==> config.mk <==
export PLATFORM = sky130hd
export DESIGN_NAME = cbseq_sequencer
export DESIGN_NICKNAME = d
export VERILOG_FILES = /design/src/core/cbseq_pkg.sv /design/src/core/cbseq_sequencer.sv
export SDC_FILE = /design/constraint.sdc
export NUM_CORES = 1
export LEC_CHECK = 0
export BUFFER_PORTS_ARGS = -buffer_cell sky130_fd_sc_hd__buf_4
export CORE_ASPECT_RATIO = 1.1
export CORE_MARGIN = 8
export CORE_UTILIZATION = 45
export CTS_CLUSTER_SIZE = 8
export DETAILED_ROUTE_END_ITERATION = 6
export GPL_ROUTABILITY_DRIVEN = 0
export SETUP_SLACK_MARGIN = 0.15
export SLEW_MARGIN = 20
export SYNTH_ARGS = -nofsm -noshare
export SYNTH_HDL_FRONTEND = slang
export SYNTH_SLANG_ARGS = --single-unit
==> constraint.sdc <==
create_clock -name MCLK -period 3.5 [get_ports MCLK]
set_clock_uncertainty 0.1 [all_clocks]
set_input_delay 0.7 -clock MCLK [delete_from_list [all_inputs] [get_ports MCLK]]
set_output_delay 0.7 -clock MCLK [all_outputs]
set_load 0.02 [all_outputs]
==> src/core/cbseq_pkg.sv <==
// types and constants of the bus cycle sequencer
// assumes one clock; instruction kind and conditions come from the decoder on that clock
package cbseq_pkg;

  // instruction groups that have their own machine cycle pattern
  typedef enum logic [3:0] {
    INS_CMP_SINGLE,      // compare with pointer step, once
    INS_CMP_REPEAT,      // compare_increment_repeat / compare_decrement_repeat
    INS_COMPLEMENT,      // accumulator complement
    INS_DEC_ADJUST,      // decimal adjust
    INS_INT_DISABLE,     // interrupt_disable_instr
    INS_DEC_BRANCH,      // decrement_branch_nonzero
    INS_INT_ENABLE,      // interrupt_enable_instr
    INS_EXCH_REG,        // register pair exchange, one fetch
    INS_EXCH_ALT,        // alternate accumulator exchange
    INS_EXCH_STACK,      // exchange top of stack with pair
    INS_EXCH_STACK_IDX,  // exchange top of stack with index register
    INS_HALT,            // halt
    INS_INT_MODE,        // interrupt mode setting
    INS_INC_REG,         // increment or decrement of a register
    INS_INC_MEM          // increment or decrement of memory
  } cbseq_instr_type;

  // kind of one machine cycle
  typedef enum logic [2:0] {
    CYC_OF1,  // first opcode fetch
    CYC_OF2,  // second opcode fetch
    CYC_RD,   // memory read
    CYC_WR,   // memory write
    CYC_INT,  // internal_state, one clock
    CYC_END   // past the last cycle
  } cbseq_cycle_type;

  typedef cbseq_cycle_type [0:7] cbseq_seq_type;

  // strobe levels of one cycle, all toward the pins
  typedef struct packed {
    logic rd_n;     // read_strobe_n
    logic wr_n;     // write_strobe_n
    logic mem_request_n_n;   // mem_request_n
    logic io_request_n_n;   // io_request_n
    logic fetch_n;  // opcode_fetch_cycle_n
    logic halt_n;   // halt
    logic status;   // status_line
    logic data_oe;  // data bus driven
  } cbseq_strobe_type;

  localparam int unsigned IDX_W = 4;
  localparam logic [IDX_W-1:0] IDX_LAST_SLOT = 4'h7;
  // loop branch refuses bus requests from the boundary that closes its internal state
  localparam logic [IDX_W-1:0] IDX_BRANCH_BLOCK = 4'h1;
  localparam logic [1:0] TSTATE_FIRST = 2'h0;
  localparam logic [1:0] TSTATE_LAST = 2'h2;
  localparam cbseq_strobe_type STB_INTERNAL = 8'hFE;
  localparam cbseq_strobe_type STB_FETCH_FIRST = 8'h54;
  localparam cbseq_strobe_type STB_FETCH_NEXT = 8'h56;
  localparam cbseq_strobe_type STB_MEM_READ = 8'h5E;
  localparam cbseq_strobe_type STB_MEM_WRITE = 8'h9F;
  localparam cbseq_strobe_type STB_HALT_FETCH = 8'h50;
  localparam cbseq_strobe_type STB_RESET = 8'hFE;

endpackage

==> src/core/cbseq_sequencer.sv <==
// machine cycle sequencer: walks each instruction's cycles and drives the control strobes
// assumes the decoder presents instruction kind and loop conditions on MCLK;
// interrupt and bus requests arrive asynchronously from pins
`timescale 1ns/1ns

// Contract
// RL1: first fetch: read, memory, fetch, status low
// RL2: internal state: strobes high, bus released
// RL3: no interrupt sample after disable/enable
// RL4: loop branch ignores bus requests late
// RL5: loop branch adds two internals when nonzero
// RL6: repeat compare: five internals else three
// RL7: halted: repeat fetches with halt low
module cbseq_sequencer
  import cbseq_pkg::*;
(
  input  wire logic            MCLK,
  input  wire logic            RSTN,
  input  wire logic            INSTR_VALID,
  input  wire cbseq_instr_type INSTR_KIND,
  input  wire logic            LOOP_NONZERO,
  input  wire logic            COUNT_NONZERO,
  input  wire logic            MATCH_FOUND,
  input  wire logic            HALT_EXIT,
  input  wire logic            INT_REQ,
  input  wire logic            DMA_REQ,
  input  wire logic            REFRESH_REQ,
  input  wire logic            RELEASE_REQ,
  output logic                 INSTR_READY,
  output logic                 READ_STROBE_N,
  output logic                 WRITE_STROBE_N,
  output logic                 MEM_REQUEST_N,
  output logic                 IO_REQUEST_N,
  output logic                 OPCODE_FETCH_CYCLE_N,
  output logic                 HALT_N,
  output logic                 STATUS_LINE,
  output logic                 DATA_OE,
  output logic                 INT_SAMPLE,
  output logic                 BUS_GRANT
);

  typedef enum logic [1:0] {MODE_IDLE, MODE_RUN, MODE_HALTED} cbseq_mode_type;

  // cycle pattern of an instruction; go selects the longer branch of conditional ones
  function automatic cbseq_cycle_type seq_kind(input cbseq_instr_type ins, input logic [IDX_W-1:0] idx,
                                               input logic go);
    cbseq_seq_type s;
    s = '{CYC_OF1, CYC_END, CYC_END, CYC_END, CYC_END, CYC_END, CYC_END, CYC_END};
    unique case (ins)
      INS_CMP_SINGLE:     s = '{CYC_OF1, CYC_OF2, CYC_RD, CYC_INT, CYC_INT, CYC_INT, CYC_END, CYC_END};
      // RL6: repeat compare length
      INS_CMP_REPEAT: begin
        // patterns kept out of a conditional operator, where they would have no target type
        if (go) begin
          s = '{CYC_OF1, CYC_OF2, CYC_RD, CYC_INT, CYC_INT, CYC_INT, CYC_INT, CYC_INT};
        end else begin
          s = '{CYC_OF1, CYC_OF2, CYC_RD, CYC_INT, CYC_INT, CYC_INT, CYC_END, CYC_END};
        end
      end
      INS_COMPLEMENT,
      INS_INT_DISABLE,
      INS_INT_ENABLE,
      INS_EXCH_REG,
      INS_HALT:           s = '{CYC_OF1, CYC_END, CYC_END, CYC_END, CYC_END, CYC_END, CYC_END, CYC_END};
      INS_DEC_ADJUST,
      INS_EXCH_ALT,
      INS_INC_REG:        s = '{CYC_OF1, CYC_INT, CYC_END, CYC_END, CYC_END, CYC_END, CYC_END, CYC_END};
      // RL5: loop branch length
      INS_DEC_BRANCH: begin
        if (go) begin
          s = '{CYC_OF1, CYC_INT, CYC_RD, CYC_INT, CYC_INT, CYC_END, CYC_END, CYC_END};
        end else begin
          s = '{CYC_OF1, CYC_INT, CYC_RD, CYC_END, CYC_END, CYC_END, CYC_END, CYC_END};
        end
      end
      INS_EXCH_STACK:     s = '{CYC_OF1, CYC_RD, CYC_RD, CYC_INT, CYC_WR, CYC_WR, CYC_END, CYC_END};
      INS_EXCH_STACK_IDX: s = '{CYC_OF1, CYC_OF2, CYC_RD, CYC_RD, CYC_INT, CYC_WR, CYC_WR, CYC_END};
      INS_INT_MODE:       s = '{CYC_OF1, CYC_OF2, CYC_END, CYC_END, CYC_END, CYC_END, CYC_END, CYC_END};
      INS_INC_MEM:        s = '{CYC_OF1, CYC_RD, CYC_INT, CYC_WR, CYC_END, CYC_END, CYC_END, CYC_END};
      default:            s = '{CYC_OF1, CYC_END, CYC_END, CYC_END, CYC_END, CYC_END, CYC_END, CYC_END};
    endcase
    // slot nine only exists for the long repeat compare, and it is the end
    seq_kind = (idx > IDX_LAST_SLOT) ? CYC_END : s[idx[2:0]];
  endfunction

  // strobe levels of a cycle kind
  function automatic cbseq_strobe_type strobe_of(input cbseq_cycle_type k);
    unique case (k)
      // RL1: first fetch levels
      CYC_OF1: strobe_of = STB_FETCH_FIRST;
      CYC_OF2: strobe_of = STB_FETCH_NEXT;
      CYC_RD:  strobe_of = STB_MEM_READ;
      CYC_WR:  strobe_of = STB_MEM_WRITE;
      // RL2: internal state idle levels
      default: strobe_of = STB_INTERNAL;
    endcase
  endfunction

  // state
  cbseq_mode_type   mode_reg;       // idle, running or halted
  cbseq_instr_type  instr_reg;      // instruction being run
  logic             go_reg;         // longer branch chosen at accept
  logic [IDX_W-1:0] idx_reg;        // machine cycle index
  logic [1:0]       tstate_reg;     // T1..T3 within a bus cycle
  cbseq_strobe_type strobe_reg;     // registered pin levels
  logic             ready_reg;      // accepting an instruction
  logic             int_sample_reg; // interrupt taken at boundary
  logic             grant_reg;      // bus request granted at boundary

  // two-stage synchronisers for the pin requests
  logic [3:0] req_meta_reg;         // first stage, read only by second
  logic [3:0] req_sync_reg;         // {int, dma, refresh, release}

  // next values
  cbseq_mode_type   mode_next;
  cbseq_instr_type  instr_next;
  logic             go_next;
  logic [IDX_W-1:0] idx_next;
  logic [1:0]       tstate_next;

  // current cycle decode
  wire cbseq_cycle_type cur_kind = seq_kind(instr_reg, idx_reg, go_reg);
  wire logic cyc_last = (cur_kind == CYC_INT) || (tstate_reg == TSTATE_LAST);
  wire logic [IDX_W-1:0] idx_inc = idx_reg + 4'h1;
  wire logic instr_end = (mode_reg == MODE_RUN) && cyc_last && (seq_kind(instr_reg, idx_inc, go_reg) == CYC_END);
  wire logic halt_cyc_end = (mode_reg == MODE_HALTED) && (tstate_reg == TSTATE_LAST);
  // repeat compare continues only while counting and unmatched
  wire logic accept_go = (INSTR_KIND == INS_CMP_REPEAT) ? (COUNT_NONZERO && !MATCH_FOUND) : LOOP_NONZERO;
  wire cbseq_cycle_type next_kind = seq_kind(instr_next, idx_next, go_next);

  // RL3: disable/enable never sample
  wire logic no_sample = (instr_reg == INS_INT_DISABLE) || (instr_reg == INS_INT_ENABLE);
  wire logic int_sample_next = req_sync_reg[3] && ((instr_end && !no_sample) || halt_cyc_end);

  // RL4: blocked after branch internal
  wire logic bus_blocked = (mode_reg == MODE_RUN) && (instr_reg == INS_DEC_BRANCH) && (idx_reg >= IDX_BRANCH_BLOCK);
  wire logic boundary = (mode_reg == MODE_IDLE) || ((mode_reg == MODE_RUN) && cyc_last) || halt_cyc_end;
  wire logic grant_next = (|req_sync_reg[2:0]) && boundary && !bus_blocked && !int_sample_next;

  // next state of the sequencer
  always_comb begin
    mode_next   = mode_reg;
    instr_next  = instr_reg;
    go_next     = go_reg;
    idx_next    = idx_reg;
    tstate_next = tstate_reg;
    unique case (mode_reg)
      MODE_IDLE: begin
        // take a new instruction only while idle
        if (INSTR_VALID) begin
          mode_next   = MODE_RUN;
          instr_next  = INSTR_KIND;
          go_next     = accept_go;
          idx_next    = '0;
          tstate_next = TSTATE_FIRST;
        end
      end
      MODE_RUN: begin
        if (cyc_last) begin
          idx_next    = idx_inc;
          tstate_next = TSTATE_FIRST;
          // RL7: halt enters repeated fetches
          if (instr_end) begin
            mode_next = (instr_reg == INS_HALT) ? MODE_HALTED : MODE_IDLE;
          end
        end else begin
          tstate_next = tstate_reg + 2'h1;
        end
      end
      MODE_HALTED: begin
        // RL7: fetch cycles repeat until exit
        if (tstate_reg == TSTATE_LAST) begin
          tstate_next = TSTATE_FIRST;
          if (HALT_EXIT) begin
            mode_next = MODE_IDLE;
          end
        end else begin
          tstate_next = tstate_reg + 2'h1;
        end
      end
      default: mode_next = MODE_IDLE;
    endcase
  end

  // pin levels for the coming clock, so every output leaves a flop
  wire cbseq_strobe_type strobe_next = (mode_next == MODE_RUN)    ? strobe_of(next_kind) :
                                       (mode_next == MODE_HALTED) ? STB_HALT_FETCH : STB_INTERNAL;

  // synchronisers
  always_ff @(posedge MCLK or negedge RSTN) begin
    if (!RSTN) begin
      req_meta_reg <= 4'h0;
      req_sync_reg <= 4'h0;
    end else begin
      req_meta_reg <= {INT_REQ, DMA_REQ, REFRESH_REQ, RELEASE_REQ};
      req_sync_reg <= req_meta_reg;
    end
  end

  // sequencer state
  always_ff @(posedge MCLK or negedge RSTN) begin
    if (!RSTN) begin
      mode_reg   <= MODE_IDLE;
      instr_reg  <= INS_COMPLEMENT;
      go_reg     <= 1'b0;
      idx_reg    <= '0;
      tstate_reg <= TSTATE_FIRST;
    end else begin
      mode_reg   <= mode_next;
      instr_reg  <= instr_next;
      go_reg     <= go_next;
      idx_reg    <= idx_next;
      tstate_reg <= tstate_next;
    end
  end

  // output flops
  always_ff @(posedge MCLK or negedge RSTN) begin
    if (!RSTN) begin
      strobe_reg     <= STB_RESET;
      ready_reg      <= 1'b1;
      int_sample_reg <= 1'b0;
      grant_reg      <= 1'b0;
    end else begin
      strobe_reg     <= strobe_next;
      ready_reg      <= (mode_next == MODE_IDLE);
      int_sample_reg <= int_sample_next;
      grant_reg      <= grant_next;
    end
  end

  assign INSTR_READY          = ready_reg;
  assign READ_STROBE_N        = strobe_reg.rd_n;
  assign WRITE_STROBE_N       = strobe_reg.wr_n;
  assign MEM_REQUEST_N        = strobe_reg.mem_request_n_n;
  assign IO_REQUEST_N         = strobe_reg.io_request_n_n;
  assign OPCODE_FETCH_CYCLE_N = strobe_reg.fetch_n;
  assign HALT_N               = strobe_reg.halt_n;
  assign STATUS_LINE          = strobe_reg.status;
  assign DATA_OE              = strobe_reg.data_oe;
  assign INT_SAMPLE           = int_sample_reg;
  assign BUS_GRANT            = grant_reg;

endmodule // cbseq_sequencer

==> results.md <==
- Status: complete, no violations
- Met2 WL: 2.94 mm
- End of the worst register-to-register path: READ_STROBE_N
- ANT cells: 0
- Initial antenna violation count: 0
- Clock Tree Root: clkbuf_8
- Initial core utilization: 0.465
- M1 WL: 2.72 mm
- Nets: approximately 340
- Hpwl dp: 4.50 mm
- Area growth, synth to finish: 26.4%
- Asr flop ratio synth: 1.00
- Total negative setup slack: 0 ns
- Mux share of post-synthesis cell area: 0.0323
- Area taken by multi-input logic gates: 1450 um^2
- Vias in the first global route: around 2100
- Max Root-Sink Buffers: 2
- Routed WL: 5.95 mm
- Drt pass-1 iters: 4
- DR DRC count: 0
- Row Count: 27
- Top cells by area, synth: dfrtp_1 (25%), dfstp_2 (9.0%), ha_1 (5.4%)
- Clock transition at path regs: approximately 0.060 ns
- Fmax: 0.312 GHz
- Area share of the largest cell type after synthesis: 0.247
- RSZ-0062 raised after global routing: no
- Die Span X: 84.6 um
- Final setup vio count: 0
- Yosys reg bits: 31
- Vias: between 2000 and 2500
- Synth Area in XOR/XNOR: 0.00753
- Worst-Skew Late Latency: 0.28 ns
- R2r setup slk: just under 0.3 ns
- Crit-path cells: or2_4 -> o221ai_1 -> a211o_1 -> a2111oi_4 -> nor4_2 -> or2_1 -> mux2_4 -> a2111oi_4 -> o21ai_2 -> o22ai_2
- First-pass GRT wire length: 9.89 mm
- CP endpoint kind: flip-flop
- Core area: 5000 um^2
- Max-Cap Viols: 0
- Simple-Gate Fraction of Synth Area: 0.188
- DR vias/cell: 5.85
- WL met3: 179 um
- Top sig layer: met4
- Mapped Cells: 262
- Fin crit share: 0.915
- Final min period: approximately 3.2 ns
- Hold Buf Count CTS: 0
- # IOs: 26
- Main combinational cell family by area after synthesis: compound AO/OA/AOI/OAI gates
- Critical Path Fanout Max: 6
- Fillers: 448
- Cell repeated most along the worst path: a2111oi_4
- Worst setup path class: reg -> reg
- Largest net degree at the start of global routing: 32
- DR iter-0 viols: 130
- CP max stage delay: between 0.6 and 0.7 ns
- Layout cell share with drive strength beyond 1: 0.313
- Die ar.: 7730 um^2
- Worst EP arrival: 3.31 ns
- Worst setup SP type: flip-flop
- Final Hold Vio Count: 0
- Register Area: 791 um^2
- CP max-delay cell: dfstp_2
- Seq/Total Area, Yosys: 0.338
- Clock sink count: 31
- R2r worst-path depth: 10
- Data required, critical path: 3.61 ns
- Compound-Gate Fraction of Synth Area: 0.311
- RR Startpoint: instr_reg[1]
- Synth cell types: slightly below 70
- Syn Nets: about 290
- Synth Area per Inst: 8.88 um^2
- CTS buffer count: 5
- Worst hold path type: in -> async
- Fin. max-slew vios: 0
- CTS tree: yes
- Final ANT Viol Nets: 0
- Adder-Cell Fraction of Synth Area: 0.0538
- Global Route Usage Sum: 0.155
- Post-synth EDFFs: 0
- Avg WL per Cell: 16.0 um
- IO Port Bufs: 24
- Mapped Area: about 2300 um^2
- H-tree depth: 2
- Yosys top cell by area: dfrtp_1
- Die Y: 91.4 um
- GRT overflow: 0
- YS warnings: 0
- Prevailing post-synth register cell: dfrtp_1
==> final cells by class <==
class	count	area share
tap	58	0.0247
sequential	31	0.269
multi-input combinational	198	0.494
clock inverter	3	0.0230
clock buffer	5	0.0234
inverter	21	0.0268
timing repair buffer	55	0.140
==> metal layers <==
metal  up-vias  track usage
li1       1067            -
met1      1029        0.192
met2        61        0.260
met3        12       0.0234
met4         0       0.0684
met5         -            0
==> Yosys cell counts (4+ instances only) <==
library cell	n
dfrtp_1	23
nand2_1	21
nor2_1	19
o21ai_0	19
inv_1	17
a21oi_1	12
ha_1	10
dfstp_2	8
nand2b_1	7
mux2i_1	6
nand3_1	6
nor2b_1	6
buf_2	5
nor3_1	5
a211o_1	4
a21o_1	4
o211ai_1	4
o311ai_0	4
o31a_1	4
or3_1	4
==> layout by cell type, fill, tap and decap left out, drive strengths merged, types with 3 or more instances in the layout <==
cell     count
ha          10
a2111oi      4
a21oi       12
o211ai       4
o21ai       21
nor2b        6
dfrtp       23
nand2       21
or2          4
mux2i        6
a21o         4
clkbuf       6
o311ai       5
nor3         5
nor2        19
buf         54
a21boi       3
o31a         4
nand3        6
nand2b       7
dfstp        8
inv         19
or3          4
o21a         3
and3         3
a211oi       3
a211o        4
==> worst max-delay path: cells and delay by family, from the launching register on <==
family / cells / cell delay, ns
simple gates: 3 / 0.57
flops: 1 / 0.61
mux: 1 / 0.33
compound gates: 6 / 1.53
==> repair_timing <==
action	in CTS	in global routing
setup buffers	0	9
gates resized for setup	1	19
pin swaps	0	3
setup endpoints to repair	2	6
gates cloned	0	0
==> through the flow <==
step	setup WS [ns]	std cells	hold WS (ns)	area, um^2	util
after detailed placement	0.168	354	0.235	2660	0.533
after global routing	0.139	371	0.259	2940	0.588
after CTS	0.152	362	0.237	2800	0.560
final	0.297	371	0.235	2940	0.588
after global placement	0.190	354	0.233	2660	0.533
after floorplan	0.323	262	0.231	2330	-
==> worst max-delay path by stage <==
stage,cells after the start,startpoint,to
2_1_floorplan,12,instr_reg[1],READ_STROBE_N
3_3_place_gp,10,idx_reg[1],WRITE_STROBE_N
3_5_place_dp,10,idx_reg[0],WRITE_STROBE_N
4_1_cts,10,idx_reg[1],READ_STROBE_N
5_1_grt,11,instr_reg[3],READ_STROBE_N
6_report,10,instr_reg[1],READ_STROBE_N
==> cells by family (layout without fill, tap and decap cells) <==
logic type,Yosys count,after routing
AOI/OAI and AO/OA,93,93
and+or+nand+nor,85,85
buffers and inverters,33,84
DFF,31,31
adders and majority gates,10,10
muxes,7,7
xor gates and xnor gates,2,2
other,1,1
Power is not shown: default switching activity piles up to over one toggle a cycle in this logic, so the estimate is an artifact.
